## config.mk

```make
export PLATFORM = sky130hd
export DESIGN_NAME = tpr_raster_ctrl
export DESIGN_NICKNAME = d
export VERILOG_FILES = /design/src/pkg/tpr_pkg.sv /design/src/verilog/tpr_raster_ctrl.sv /design/src/verilog/tpr_sync_in.sv
export SDC_FILE = /design/constraint.sdc
export NUM_CORES = 1
export LEC_CHECK = 0
export ABC_CLOCK_PERIOD_IN_PS = 2300
export BUFFER_PORTS_ARGS = -buffer_cell sky130_fd_sc_hd__buf_2
export CORE_MARGIN = 3
export CORE_UTILIZATION = 45
export DETAILED_ROUTE_END_ITERATION = 7
export GPL_TIMING_DRIVEN = 0
export PLACE_DENSITY = 0.69
export SKIP_CTS_REPAIR_TIMING = 1
export SLEW_MARGIN = 25
export SYNTH_ARGS = -nofsm -noshare
export SYNTH_HDL_FRONTEND = slang
export SYNTH_SLANG_ARGS = --single-unit
```

## constraint.sdc

```tcl
create_clock -name ref_clk -period 2.3 [get_ports ref_clk]
set_clock_uncertainty 0.05 [all_clocks]
set_input_delay 0.23 -clock ref_clk [delete_from_list [all_inputs] [get_ports ref_clk]]
set_output_delay 0.23 -clock ref_clk [all_outputs]
set_load 0.05 [all_outputs]
```

## src/pkg/tpr_pkg.sv

```systemverilog
// Package with raster geometry, timing constants and carrier types for the panel timing controller.
`default_nettype none
package tpr_pkg;
  localparam int unsigned REF_CLK_HZ        = 25000000;
  localparam int unsigned PIX_CLK_HZ        = 9000000;
  localparam int unsigned PIX_CLK_MIN_HZ    = 7830000;
  localparam int unsigned PIX_CLK_MAX_HZ    = 9260000;
  // Divider that makes the pixel clock; 25 MHz / 3 = 8.33 MHz lies inside the allowed band.
  // Rounded up so the divided clock never runs above the nominal rate.
  localparam int unsigned PIX_DIV           = (REF_CLK_HZ + PIX_CLK_HZ - 1) / PIX_CLK_HZ;
  localparam int unsigned PIX_DIV_HIGH      = PIX_DIV / 2;
  localparam int unsigned PIX_DIV_W         = 2;
  localparam logic [PIX_DIV_W-1:0] PIX_DIV_LAST = PIX_DIV_W'(PIX_DIV - 1);
  localparam logic [PIX_DIV_W-1:0] PIX_DIV_RISE = PIX_DIV_W'(PIX_DIV_HIGH);

  localparam int unsigned LINE_TOTAL        = 525;
  localparam int unsigned LINE_SYNC_WIDTH   = 41;
  localparam int unsigned LINE_BACK_PORCH   = 2;
  localparam int unsigned LINE_VISIBLE_CLOCKS = 480;
  localparam int unsigned LINE_FRONT_PORCH  = 2;
  localparam int unsigned FRAME_TOTAL       = 286;
  localparam int unsigned FRAME_SYNC_WIDTH  = 10;
  localparam int unsigned FRAME_BACK_PORCH  = 2;
  localparam int unsigned FRAME_VISIBLE_LINES = 272;
  localparam int unsigned FRAME_FRONT_PORCH = 2;
  localparam int unsigned START_FRAMES      = 10;
  localparam int unsigned STOP_FRAMES       = 10;

  localparam int unsigned COL_W   = 10;
  localparam int unsigned ROW_W   = 9;
  localparam int unsigned FCNT_W  = 4;
  localparam int unsigned CHAN_W  = 8;

  localparam logic [COL_W-1:0] COL_LAST      = COL_W'(LINE_TOTAL - 1);
  localparam logic [COL_W-1:0] COL_SYNC_END  = COL_W'(LINE_SYNC_WIDTH);
  localparam logic [COL_W-1:0] COL_VIS_START = COL_W'(LINE_SYNC_WIDTH + LINE_BACK_PORCH);
  localparam logic [COL_W-1:0] COL_VIS_END   = COL_W'(LINE_SYNC_WIDTH + LINE_BACK_PORCH + LINE_VISIBLE_CLOCKS);
  localparam logic [ROW_W-1:0] ROW_LAST      = ROW_W'(FRAME_TOTAL - 1);
  localparam logic [ROW_W-1:0] ROW_SYNC_END  = ROW_W'(FRAME_SYNC_WIDTH);
  localparam logic [ROW_W-1:0] ROW_VIS_START = ROW_W'(FRAME_SYNC_WIDTH + FRAME_BACK_PORCH);
  localparam logic [ROW_W-1:0] ROW_VIS_END   = ROW_W'(FRAME_SYNC_WIDTH + FRAME_BACK_PORCH + FRAME_VISIBLE_LINES);
  localparam logic [FCNT_W-1:0] START_LAST   = FCNT_W'(START_FRAMES - 1);
  localparam logic [FCNT_W-1:0] STOP_LAST    = FCNT_W'(STOP_FRAMES - 1);

  typedef struct packed {
    logic [CHAN_W-1:0] red_bits;
    logic [CHAN_W-1:0] green_bits;
    logic [CHAN_W-1:0] blue_bits;
  } tpr_pixel_type;

  typedef struct packed {
    logic          pixel_clock;
    logic          line_sync_n;
    logic          frame_sync_n;
    logic          display_on;
    tpr_pixel_type pixel;
  } tpr_panel_type;

  typedef enum logic [4:0] {
    ST_OFF      = 5'h01,
    ST_ARM      = 5'h02,
    ST_STARTING = 5'h04,
    ST_ON       = 5'h08,
    ST_STOPPING = 5'h10
  } tpr_state_type;
endpackage
`default_nettype wire

```

## src/verilog/tpr_raster_ctrl.sv

```systemverilog
// Raster timing controller that drives the pixel clock, syncs, colour data and display-on of a TFT panel.
`timescale 1ns/1ns
`default_nettype none
module tpr_raster_ctrl
  import tpr_pkg::*;
(
  input  wire logic          ref_clk,
  input  wire logic          reset_n,
  input  wire logic          enable,
  input  wire logic          analog_supply_good,
  input  wire tpr_pkg::tpr_pixel_type pixel_in,
  output logic               pixel_req,
  output logic [COL_W-1:0]   pixel_col,
  output logic [ROW_W-1:0]   pixel_row,
  output tpr_pkg::tpr_panel_type panel,
  output logic               image_valid,
  output logic               timing_active,
  output logic               frame_start
);
  import tpr_pkg::*;

  logic                 supply_ok;
  logic [PIX_DIV_W-1:0] div_q;
  logic [PIX_DIV_W-1:0] div_d;
  logic                 pclk_q;
  logic                 pclk_d;
  logic                 fall;
  logic [COL_W-1:0]     col_q;
  logic [COL_W-1:0]     col_d;
  logic [ROW_W-1:0]     row_q;
  logic [ROW_W-1:0]     row_d;
  logic                 hsync_n_q;
  logic                 hsync_n_d;
  logic                 vsync_n_q;
  logic                 vsync_n_d;
  tpr_pixel_type        pix_q;
  tpr_pixel_type        pix_d;
  logic                 col_vis;
  logic                 row_vis;
  logic                 visible;
  logic                 frame_end;
  tpr_state_type        state_q;
  tpr_state_type        state_d;
  logic [FCNT_W-1:0]    fcnt_q;
  logic [FCNT_W-1:0]    fcnt_d;
  logic                 disp_q;
  logic                 disp_d;
  logic                 run_q;
  logic                 run_d;

  // The analog supply status is a pin from the power circuit, so it is synchronised.
  tpr_sync_in u_supply_sync
  (
    .ref_clk   (ref_clk),
    .reset_n   (reset_n),
    .async_in  (analog_supply_good),
    .level_out (supply_ok)
  );

  // Pixel clock made by dividing the reference clock; syncs and colour data move on its falling edge, display-on can drop on any reference clock.
  always_comb
  begin
    div_d  = div_q;
    pclk_d = pclk_q;
    fall   = 1'b0;
    if (run_q)
    begin
      div_d = (div_q == PIX_DIV_LAST) ? '0 : div_q + 1'b1;
      if (div_q == PIX_DIV_LAST)
      begin
        pclk_d = 1'b0;
        fall   = 1'b1;
      end
      else if (div_q == PIX_DIV_RISE)
      begin
        pclk_d = 1'b1;
      end
    end
    else
    begin
      div_d  = '0;
      pclk_d = 1'b0;
    end
  end

  // Raster counters; column 0 is the first clock of the line sync pulse.
  assign col_vis   = (col_q >= COL_VIS_START) && (col_q < COL_VIS_END);
  assign row_vis   = (row_q >= ROW_VIS_START) && (row_q < ROW_VIS_END);
  assign visible   = col_vis && row_vis;
  assign frame_end = fall && (col_q == COL_LAST) && (row_q == ROW_LAST);

  always_comb
  begin
    col_d     = col_q;
    row_d     = row_q;
    hsync_n_d = hsync_n_q;
    vsync_n_d = vsync_n_q;
    pix_d     = pix_q;
    if (!run_q)
    begin
      col_d     = '0;
      row_d     = '0;
      hsync_n_d = 1'b1;
      vsync_n_d = 1'b1;
      pix_d     = '0;
    end
    else if (fall)
    begin
      hsync_n_d = !(col_q < COL_SYNC_END);
      vsync_n_d = !(row_q < ROW_SYNC_END);
      pix_d     = visible ? pixel_in : '0;
      if (col_q == COL_LAST)
      begin
        col_d = '0;
        row_d = (row_q == ROW_LAST) ? '0 : row_q + 1'b1;
      end
      else
      begin
        col_d = col_q + 1'b1;
      end
    end
  end

  // Power sequencing of display-on against the running raster.
  always_comb
  begin
    state_d = state_q;
    fcnt_d  = fcnt_q;
    disp_d  = disp_q;
    run_d   = run_q;
    unique case (state_q)
      ST_OFF:
      begin
        disp_d = 1'b0;
        if (enable && supply_ok)
        begin
          run_d   = 1'b1;
          state_d = ST_ARM;
        end
        else
        begin
          run_d = 1'b0;
        end
      end
      ST_ARM:
      begin
        // Raise display-on only at a frame boundary, where frame sync is high.
        if (!enable || !supply_ok)
        begin
          state_d = ST_OFF;
        end
        else if (frame_end && vsync_n_q)
        begin
          disp_d  = 1'b1;
          fcnt_d  = '0;
          state_d = ST_STARTING;
        end
      end
      ST_STARTING:
      begin
        if (!enable || !supply_ok)
        begin
          disp_d  = 1'b0;
          fcnt_d  = '0;
          state_d = ST_STOPPING;
        end
        else if (frame_end)
        begin
          fcnt_d = fcnt_q + 1'b1;
          if (fcnt_q == START_LAST)
          begin
            state_d = ST_ON;
          end
        end
      end
      ST_ON:
      begin
        if (!enable || !supply_ok)
        begin
          disp_d  = 1'b0;
          fcnt_d  = '0;
          state_d = ST_STOPPING;
        end
      end
      ST_STOPPING:
      begin
        // Timing keeps running after display-on drops so the panel can discharge.
        if (frame_end)
        begin
          fcnt_d = fcnt_q + 1'b1;
          if (fcnt_q == STOP_LAST)
          begin
            run_d   = 1'b0;
            state_d = ST_OFF;
          end
        end
      end
      default:
      begin
        state_d = ST_OFF;
        disp_d  = 1'b0;
        run_d   = 1'b0;
      end
    endcase
    if (!supply_ok)
    begin
      disp_d = 1'b0;
    end
  end

  always_ff @(posedge ref_clk or negedge reset_n)
  begin
    if (!reset_n)
    begin
      div_q     <= '0;
      pclk_q    <= 1'b0;
      col_q     <= '0;
      row_q     <= '0;
      hsync_n_q <= 1'b1;
      vsync_n_q <= 1'b1;
      pix_q     <= '0;
      state_q   <= ST_OFF;
      fcnt_q    <= '0;
      disp_q    <= 1'b0;
      run_q     <= 1'b0;
    end
    else
    begin
      div_q     <= div_d;
      pclk_q    <= pclk_d;
      col_q     <= col_d;
      row_q     <= row_d;
      hsync_n_q <= hsync_n_d;
      vsync_n_q <= vsync_n_d;
      pix_q     <= pix_d;
      state_q   <= state_d;
      fcnt_q    <= fcnt_d;
      disp_q    <= disp_d;
      run_q     <= run_d;
    end
  end

  // All panel pins are plain outputs driven from flip-flops at all times.
  assign panel.pixel_clock  = pclk_q;
  assign panel.line_sync_n  = hsync_n_q;
  assign panel.frame_sync_n = vsync_n_q;
  assign panel.display_on   = disp_q;
  assign panel.pixel        = pix_q;

  assign pixel_req     = fall && visible;
  assign pixel_col     = col_q;
  assign pixel_row     = row_q;
  assign image_valid   = (state_q == ST_ON);
  assign timing_active = run_q;
  assign frame_start   = frame_end;
endmodule
`default_nettype wire

```

## src/verilog/tpr_sync_in.sv

```systemverilog
// Three-stage synchroniser for a level that arrives from outside the clock domain.
`timescale 1ns/1ns
`default_nettype none
module tpr_sync_in
  import tpr_pkg::*;
(
  input  wire logic ref_clk,
  input  wire logic reset_n,
  input  wire logic async_in,
  output logic      level_out
);
  logic s1_q;
  logic s2_q;
  logic s3_q;
  logic level_q;
  logic level_d;

  // The level moves only when the second and third stage agree.
  always_comb
  begin
    level_d = level_q;
    if (s2_q == s3_q)
    begin
      level_d = s3_q;
    end
  end

  always_ff @(posedge ref_clk or negedge reset_n)
  begin
    if (!reset_n)
    begin
      s1_q    <= 1'b0;
      s2_q    <= 1'b0;
      s3_q    <= 1'b0;
      level_q <= 1'b0;
    end
    else
    begin
      s1_q    <= async_in;
      s2_q    <= s1_q;
      s3_q    <= s2_q;
      level_q <= level_d;
    end
  end

  assign level_out = level_q;
endmodule
`default_nettype wire

```

==> metrics, run 1 <==
Seq/Total Area, Yosys=48.88%; Final #Nets=454; top-count cell post-synth=dfrtp_1; CP required=2.02 ns; overflow left after global routing=0; overall power consumption=0.002952 W; Clock Pin Slew Worst Setup and Hold Paths=0.07 ns; XOR/XNOR Fraction of Synth Area=2.167%; Peak supply drop=0.2982 mV; layout cells sized above 1=36.32%; Tightest Hold Check Type=in2reg; kind of launch point of the worst setup path=flop; Yosys cell types=65; WHS=0.06567 ns; area fraction of the dominant cell type after synthesis=46.44%; min cycle time layout=2.462 ns; final-report max-slew violation count=0; adder and majority cell fraction of the synthesized area=3.019%; element type at the critical path end=primary output; Residual DRC=0; global-route wire length before repair=12310 um; Starting Density=47.07%; Hold Violations, Final=0; Static Leakage=1.995 nW; cell at the root of the clock tree=clkbuf_8; dominant combinational cell family by area after synthesis=compound AO/OA/AOI/OAI gates; number of synthesized flops with an enable pin=0; count of clock tree sinks=63; area fraction in and, or, nand and nor cells after synthesis=17.80%; mean instance size in the synthesized netlist=10.30 sq um; share of synthesized area spent on multiplexers=0.7740%; Die Outline Area=8237 sq um; data arrival at the endpoint of the critical path=2.18 ns; final setup slack of the worst path=-0.1617 ns; row cnt=30; slew at the pin closest to its max-slew limit=0.4683 ns; Chip Height=90.76 um; total of max-cap violations=0; unrepaired setup endpoints after global routing=yes; GRT Util Overall=18.23%; area of the placeable core=6869 sq um; clock tree from TritonCTS=done; Syn Inst Count=314; Detail Placement HPWL=5175 um; number of buffers inserted during clock tree synthesis=9; count of pins on the block boundary=79; Synth warnings=0; maximum number of pins on one net before global-route repair=46; worst rel slew slack=68.45%; maximum root-to-sink buffer count=2; total of endpoints with negative setup slack in the final report=1; overall via count from detail_route=2805; share of the clock period used by the worst path=107.0%; vias in the first global route=2601; post-synthesis compound-gate area fraction=21.59%; n_diodes=0; achievable clock frequency=406.2 MHz; predominant post-synthesis flop cell=dfrtp_1; violations in the final reports=setup timing; port bufs=78; critical path fanouts, max=7; count of routing violations after the opening detailed-route iteration=113; Routability Congestion=0.8287; DR pass1 iterations=5; detailed-route wire length=7476 um; result of the run=finished with violations; die outline width=90.76 um; netlist area before placement=3233 sq um; largest cells by area after synthesis=dfrtp_1, a22o_1, o21ai_0, ha_1, dfstp_2; Skew-Pair Late Insertion Delay=0.34 ns; Vias/cell=5.394; wire length per cell=14.38 um; initial antenna violation count=0; syn_nets=349; fraction of registers with async set/reset=100.0%; H-tree lvl count=3; Post-synth top cells=dfrtp_1, a22o_1, nand2_1, nor2_1, o21ai_0; areal power density over the cells=709.8 nW/um^2; area leader, netlist=dfrtp_1; post-synthesis sequential element count=63; start-to-end type of the worst setup path=reg2out; growth of design area from synthesis to finish=28.64%; Post-DRT Antenna Nets=0
-- where the power goes --
group	switching [W]	internal, W	leakage, nW
Combinational	0.000516	0.000281	1.05
Sequential	0.0000280	0.00116	0.852
Clock	0.000441	0.000524	0.0981
-- cell families (layout without fill, tap and decap cells) --
group           Yosys count  after routing
xor+xnor                  8              8
compound gates           95             95
buf+inv                  34            144
fa+ha+maj                 8              8
simple gates            104            104
mux                       2              2
flops                    63             63
-- layout make-up --
cell class                 count  area (sq um)
tap                           96         120.1
timing repair buffer          95         561.8
buffer                        19         130.1
fill                         599          2710
inverter                      14         56.30
multi-input combinational    217          1508
clock buffer                  10         137.6
clock inverter                 6         60.06
sequential                    63          1585
-- per-layer routing --
metal	part of all wire, %	up-vias	GRT usage, %
met5	0	-	0
met4	1.1	0	6.633
met3	6.6	10	6.250
met2	45	91	26.07
met1	48	1336	25.49
li1	-	1368	-
-- worst max-delay path, stage by stage, from the launching register on --
cell      delay [ns]
dfrtp_2         0.47
nor3_4          0.23
a21oi_2         0.07
a311o_1         0.32
a311oi_4        0.44
buf_6           0.18
buf_8           0.14
-- layout by cell type, fill, tap and decap left out, types with 10 or more instances in the layout --
cell type,n
a21oi_1,14
a22o_1,24
buf_2,77
buf_4,22
clkbuf_8,10
dfrtp_1,56
inv_1,12
nand2_1,20
nor2_1,21
o21ai_0,21
-- state kept, by name, summed over array words and instances (netlist names), 2 cells and up --
signal	flops
div_q	2
pixel_row	9
fcnt_q	4
state_q	5
pixel_col	10
panel	24
-- stage by stage --
stage	area [sq um]	util (%)	std cells	TNS, ns	setup WS (ns)
2_1_floorplan	3246	-	314	-0.07605	-0.06993
3_3_place_gp	3756	54.68	488	-0.1484	-0.1484
3_5_place_dp	3786	55.12	489	-0.1421	-0.1421
4_1_cts	3984	58.00	505	-0.6341	-0.5212
5_1_grt	4159	60.55	520	-0.2983	-0.2584
6_report	4159	60.55	520	-0.1617	-0.1617
-- final timing paths --
check | cells past startpoint | to | slack [ns] | startpoint
setup / recovery | 6 | pixel_req | -0.16 | pixel_row[6]
hold / removal | 2 | panel[3] | 0.07 | pixel_in[3]
setup reg to reg | 8 | state_q[4] | 0.06 | timing_active
hold reg to reg | 0 | u_supply_sync.s2_q | 0.29 | u_supply_sync.s1_q
max in group asynchronous | 3 | vsync_n_q | 1.39 | reset_n
min in group asynchronous | 2 | pixel_row[5] | 0.27 | reset_n
No activity file was read; power rests on OpenSTA's default activity.
==> run 2: changes to the inputs <==
--- a/config.mk
+++ b/config.mk
@@ -5,9 +5,8 @@
 export SDC_FILE = /design/constraint.sdc
 export NUM_CORES = 1
 export LEC_CHECK = 0
-export ABC_CLOCK_PERIOD_IN_PS = 2300
+export ABC_CLOCK_PERIOD_IN_PS = 2800
 export BUFFER_PORTS_ARGS = -buffer_cell sky130_fd_sc_hd__buf_2
-export CORE_MARGIN = 3
 export CORE_UTILIZATION = 45
 export DETAILED_ROUTE_END_ITERATION = 7
 export GPL_TIMING_DRIVEN = 0
==> constraint.sdc (replaced) <==
create_clock -name ref_clk -period 2.8 [get_ports ref_clk]
set_clock_uncertainty 0.05 [all_clocks]
set_input_delay 0.28 -clock ref_clk [delete_from_list [all_inputs] [get_ports ref_clk]]
set_output_delay 0.28 -clock ref_clk [all_outputs]
set_load 0.05 [all_outputs]
==> metrics, run 2 (synthesis gave the netlist of run 1 again) <==
result of the run=complete, no violations; overflow left after global routing=0 (unchanged); areal power density over the cells=587.4 nW/um^2 (-17%); row cnt=30 (unchanged); internal cell power=0.001512 W (-23%); unrepaired setup endpoints after global routing=no; Skew-Pair Late Insertion Delay=0.35 ns (about the same); n_diodes=0 (unchanged); share of the clock period used by the worst path=96.05%; commonest non-fill, non-tap cells in the layout=buf_2, dfrtp_1, a22o_1; kind of launch point of the worst setup path=flop; Post-DRT Antenna Nets=0 (unchanged); CP required=2.47 ns (+0.45 ns); switching share of power=35.84% (+2.5 points); detailed-route wire length=7222 um (-3.4%); final standard cell utilization of the core=58.42% (-2.1 points); data arrival at the endpoint of the critical path=2.36 ns (+0.18 ns); Vias/cell=5.386 (-0.16%); achievable clock frequency=371.8 MHz; Final #Nets=445 (-2.0%); element type at the critical path end=primary output; H-tree lvl count=3 (unchanged); pre-CTS WS=0.2903 ns (+0.4324 ns); worst rel slew slack=60.90% (-7.6 points); count of pins on the block boundary=79 (unchanged); Detail Placement HPWL=5053 um (-2.4%); final setup slack of the worst path=0.1107 ns (+0.2724 ns); most common cell after layout, fill and taps aside=buf_2; number of cells traversed by the worst register-to-register path=5 (-3); number of flip-flops in the largest register=24 (unchanged); hold path depth=2 (unchanged); GRT Util Overall=20.48% (+2.2 points); maximum root-to-sink buffer count=2 (unchanged); relative contribution of the clock network to total power=30.8% (-1.9 points); layout cells sized above 1=31.81% (-4.5 points); maximum number of pins on one net before global-route repair=50 (+8.7%); DR pass1 iterations=4 (-1); global-route wire length before repair=12010 um (-2.4%); Peak supply drop=0.2659 mV (-11%); Non-Filler Instances=511 (-1.7%); number of buffers inserted during clock tree synthesis=9 (unchanged); count of clock tree sinks=63 (unchanged); port bufs=78 (unchanged); power spent charging and discharging nets=0.0008448 W (-14%); final-report max-slew violation count=0 (unchanged); die outline width=86.76 um (-4.4%); WHS=0.09939 ns (+0.03373 ns); instance count after placement with tap cells included=489 (unchanged); Static Leakage=1.943 nW (-2.6%); cell at the root of the clock tree=clkbuf_8; Starting Density=47.07% (unchanged); Hold Violations, Final=0 (unchanged); Die Outline Area=7527 sq um (-8.6%); critical path fanouts, max=10 (+3); clock tree from TritonCTS=done; number of inserted filler cells in the final layout=602 (+0.50%); overall via count from detail_route=2752 (-1.9%); count of routing violations after the opening detailed-route iteration=128 (+13%); growth of design area from synthesis to finish=24.11%; Clock Pin Slew Worst Setup and Hold Paths=0.08 ns (about the same); wire length per cell=14.13 um (-1.7%); Total Neg Setup Slack=0 ns (+0.1617 ns); Residual DRC=0 (unchanged); Comb power frac=27.7% (+0.7 points); total of endpoints with negative setup slack in the final report=0 (-1); relative contribution of sequential cells to total power=41.4% (+1.1 points); vias in the first global route=2577 (-0.92%); slew at the pin closest to its max-slew limit=0.5718 ns (+0.1035 ns); total of max-cap violations=0 (unchanged); initial antenna violation count=0 (unchanged); area of the placeable core=6869 sq um (unchanged); start-to-end type of the worst setup path=reg2out; Chip Height=86.76 um (-4.4%); Tightest Hold Check Type=in2reg; min cycle time layout=2.689 ns; Routability Congestion=0.8723 (+5.3%)
[run 2: changes by cell type in the layout (fill, tap and decap cells not counted), moves of 2 or more]
cell        before  now
buf_4           22   12
inv_1           12   14
inv_6            0    4
dfrtp_2          4    0
clkinvlp_4       3    1
dfrtp_1         56   60
[run 2: final timing paths]
| kind | from | endpoint | slack (ns) |
|---|---|---|---|
| worst max-delay path | pixel_row[5] | pixel_req | 0.11 |
| worst min-delay path | pixel_in[7] | panel[7] | 0.1 |
| worst max register to register | pixel_row[5] | state_q[4] | 0.59 |
| worst min register to register | u_supply_sync.s1_q | u_supply_sync.s2_q | 0.30 |
| max in group asynchronous | reset_n | vsync_n_q | 1.86 |
| min in group asynchronous | reset_n | pixel_row[6] | 0.29 |
[run 2: final cells by class]
| cell class | instances | area [sq um] | share of cell area, % |
|---|---|---|---|
| multi-input combinational | 217 | 1476 | 36.79 |
| clock inverter | 7 | 52.55 | 1.310 |
| buffer | 20 | 133.9 | 3.336 |
| timing repair buffer | 85 | 473.0 | 11.79 |
| tap | 96 | 120.1 | 2.993 |
| inverter | 14 | 52.55 | 1.310 |
| sequential | 63 | 1580 | 39.38 |
| clock buffer | 9 | 123.9 | 3.087 |
[run 2: power groups by stage]
stage / logic [W] / clock network (W) / registers (W)
floorplan: 0.000461 / 0 / 0.00100
global placement: 0.000634 / 0 / 0.000992
detailed placement: 0.000642 / 0 / 0.000995
CTS: 0.000645 / 0.000750 / 0.000977
global route: 0.000722 / 0.000788 / 0.000982
finish: 0.000653 / 0.000727 / 0.000977
[run 2: per-stage QoR]
step / instance area [sq um] / power (W)
after floorplan: 3233 / 0.001465
after global routing: 4013 / 0.002492
after global placement: 3744 / 0.001626
after CTS: 3950 / 0.002372
final: 4013 / 0.002357
after detailed placement: 3774 / 0.001637
[run 2: critical path: stages (launching register included)]
cell	delay [ns]
dfrtp_1	0.45
nor3_2	0.27
a21oi_1	0.10
a311o_1	0.37
a311oi_4	0.26
buf_4	0.19
buf_6	0.14
clkbuf_4	0.23
[run 2: metal layers]
layer	vias up	global-route usage, %	routed length (um)
met1	1317	30.12	3545
met4	0	9.545	158
li1	1342	-	-
met2	76	29.15	3216
met3	17	3.810	302
met5	-	0	0
==> run 3: changes to the inputs <==
--- a/config.mk
+++ b/config.mk
@@ -10,7 +10,7 @@
 export CORE_UTILIZATION = 45
 export DETAILED_ROUTE_END_ITERATION = 7
 export GPL_TIMING_DRIVEN = 0
-export PLACE_DENSITY = 0.69
+export PLACE_DENSITY = 0.66
 export SKIP_CTS_REPAIR_TIMING = 1
 export SLEW_MARGIN = 25
 export SYNTH_ARGS = -nofsm -noshare
==> constraint.sdc (replaced) <==
create_clock -name ref_clk -period 2.8 [get_ports ref_clk]
set_clock_uncertainty 0.05 [all_clocks]
set_input_delay 0.84 -clock ref_clk [delete_from_list [all_inputs] [get_ports ref_clk]]
set_output_delay 0.84 -clock ref_clk [all_outputs]
set_load 0.05 [all_outputs]
==> metrics, run 3 (synthesis gave the netlist of run 1 again) <==
result of the run=finished with violations; violations in the final reports=setup timing; Detail Placement HPWL=5280 um (+4.5%); cell at the root of the clock tree=clkbuf_8; relative contribution of the clock network to total power=32.1% (+1.3 points); Post-DRT Antenna Nets=0 (unchanged); count of routing violations after the opening detailed-route iteration=164 (+28%); number of cells traversed by the worst register-to-register path=5 (unchanged); Starting Density=47.07% (unchanged); instance count after placement with tap cells included=489 (unchanged); number of inserted filler cells in the final layout=631 (+4.8%); number of flip-flops in the largest register=24 (unchanged); Residual DRC=0 (unchanged); vias in the first global route=2580 (+0.12%); total of max-cap violations=0 (unchanged); count of pins on the block boundary=79 (unchanged); CP startpoint=pixel_row[6]; area of the placeable core=6869 sq um (unchanged); final setup slack of the worst path=-0.1831 ns (-0.2938 ns); unrepaired setup endpoints after global routing=yes; cell type of the slowest stage on the worst timing path=dfrtp_2; count of clock tree sinks=63 (unchanged); final-report max-slew violation count=0 (unchanged); DR pass1 iterations=6 (+2); CP required=1.91 ns (-0.56 ns); GRT Util Overall=20.83% (+0.35 points); clock tree from TritonCTS=done; Skew-Pair Late Insertion Delay=0.33 ns (-0.02 ns); worst rel slew slack=51.38% (-9.5 points); WHS=0.3022 ns (+0.2028 ns); maximum root-to-sink buffer count=2 (unchanged); worst r2r src=u_supply_sync.level_out; areal power density over the cells=591.8 nW/um^2 (+0.75%); switching share of power=33.11% (-2.7 points); wire length per cell=14.62 um (+3.5%); share of the clock period used by the worst path=106.5% (+10 points); Peak supply drop=0.3022 mV (+14%); Clock Pin Slew Worst Setup and Hold Paths=0.07 ns (about the same); row cnt=30 (unchanged); most common cell after layout, fill and taps aside=buf_2; min cycle time layout=2.983 ns (+0.2938 ns); critical path fanouts, max=8 (-2); Non-Filler Instances=515 (+0.78%); start-to-end type of the worst setup path=reg2out; initial antenna violation count=0 (unchanged); achievable clock frequency=335.2 MHz (-9.8%); n_diodes=0 (unchanged); die outline width=86.76 um (unchanged); relative contribution of sequential cells to total power=40.3% (-1.1 points); internal cell power=0.001623 W (+7.3%); element type at the critical path end=primary output; overall via count from detail_route=2832 (+2.9%); power spent charging and discharging nets=0.0008032 W (-4.9%); data arrival at the endpoint of the critical path=2.09 ns (-0.27 ns); Worst path max stage delay=0.47 ns (+0.02 ns); number of buffers inserted during clock tree synthesis=9 (unchanged); kind of launch point of the worst setup path=flop; Tightest Hold Check Type=reg2reg; Final #Nets=449 (+0.90%); overflow left after global routing=0 (unchanged); pre-CTS WS=-0.2165 ns (-0.5069 ns); Static Leakage=1.968 nW (+1.3%); port bufs=78 (unchanged); Total Neg Setup Slack=-0.1831 ns (-0.1831 ns); Die Outline Area=7527 sq um (unchanged); commonest non-fill, non-tap cells in the layout=buf_2, dfrtp_1, a22o_1; global-route wire length before repair=12250 um (+2.0%); Hold Violations, Final=0 (unchanged); layout cells sized above 1=35.08% (+3.3 points); Chip Height=86.76 um (unchanged); detailed-route wire length=7531 um (+4.3%); Vias/cell=5.499 (+2.1%); Comb power frac=27.5% (-0.2 points); final standard cell utilization of the core=59.67% (+1.3 points); hold path depth=0 (-2); slew at the pin closest to its max-slew limit=0.7110 ns (+0.1392 ns); start point of the worst min-delay path=u_supply_sync.s1_q; Routability Congestion=0.8587 (-1.6%); H-tree lvl count=3 (unchanged); cells along the critical path=nor3_4 > a21oi_1 > a311o_1 > a311oi_4 > buf_6 > buf_8; total of endpoints with negative setup slack in the final report=1 (+1); growth of design area from synthesis to finish=26.78%; maximum number of pins on one net before global-route repair=49 (-2.0%)
run 3: cell count changes in the layout (fill, tap and decap cells not counted), moves of 2 or more:
cell | previous run | this run
dfrtp_2 | 0 | 6
dlygate4sd3_1 | 2 | 0
inv_6 | 4 | 0
buf_4 | 12 | 19
clkbuf_1 | 6 | 8
dfrtp_1 | 60 | 54
run 3: area by class of cell:
class / count / area (sq um) / area share [%]
multi-input cells: 217 / 1498 / 36.54
clock inverters: 3 / 42.54 / 1.038
inverters: 14 / 52.55 / 1.282
flip-flops and latches: 63 / 1588 / 38.74
well taps: 96 / 120.1 / 2.930
repair buffers: 90 / 519.2 / 12.67
clock buffers: 13 / 148.9 / 3.632
plain buffers: 19 / 130.1 / 3.175
run 3: metal layers:
layer / share of wire, % / track usage [%] / vias up / wire length [um]
met3: 5.4 / 4.857 / 7 / 409
met5: 0 / 0 / - / 0
li1: - / - / 1350 / -
met2: 47 / 32.54 / 94 / 3518
met4: 0.69 / 5.152 / 0 / 52
met1: 47 / 29.37 / 1381 / 3550
run 3: metrics by stage:
stage	cell area, sq um	total power (W)
detailed placement	3792	0.001653
global placement	3762	0.001638
global route	4099	0.002562
finish	4099	0.002426
floorplan	3252	0.001469
CTS	3984	0.002435
run 3: worst paths after layout:
path | endpoint | slack [ns]
max reg2reg | state_q[4] | 0.47
min reg2reg | u_supply_sync.s2_q | 0.30
max in group asynchronous | state_q[0] | 1.82
min | u_supply_sync.s2_q | 0.30
max | pixel_req | -0.18
min in group asynchronous | pixel_row[4] | 0.32
run 3: worst max-delay path: cells and delay by family (launching register included):
kind | cells | cell delay [ns]
DFF | 1 | 0.47
buffers and inverters | 2 | 0.31
and+or+nand+nor | 1 | 0.21
AOI/OAI and AO/OA | 3 | 0.77
run 3: power groups by stage:
stage	clock network, W	logic [W]	registers, W
floorplan	0	0.000464	0.00100
global placement	0	0.000643	0.000995
detailed placement	0	0.000657	0.000995
CTS	0.000800	0.000657	0.000978
global route	0.000839	0.000741	0.000983
finish	0.000779	0.000668	0.000979
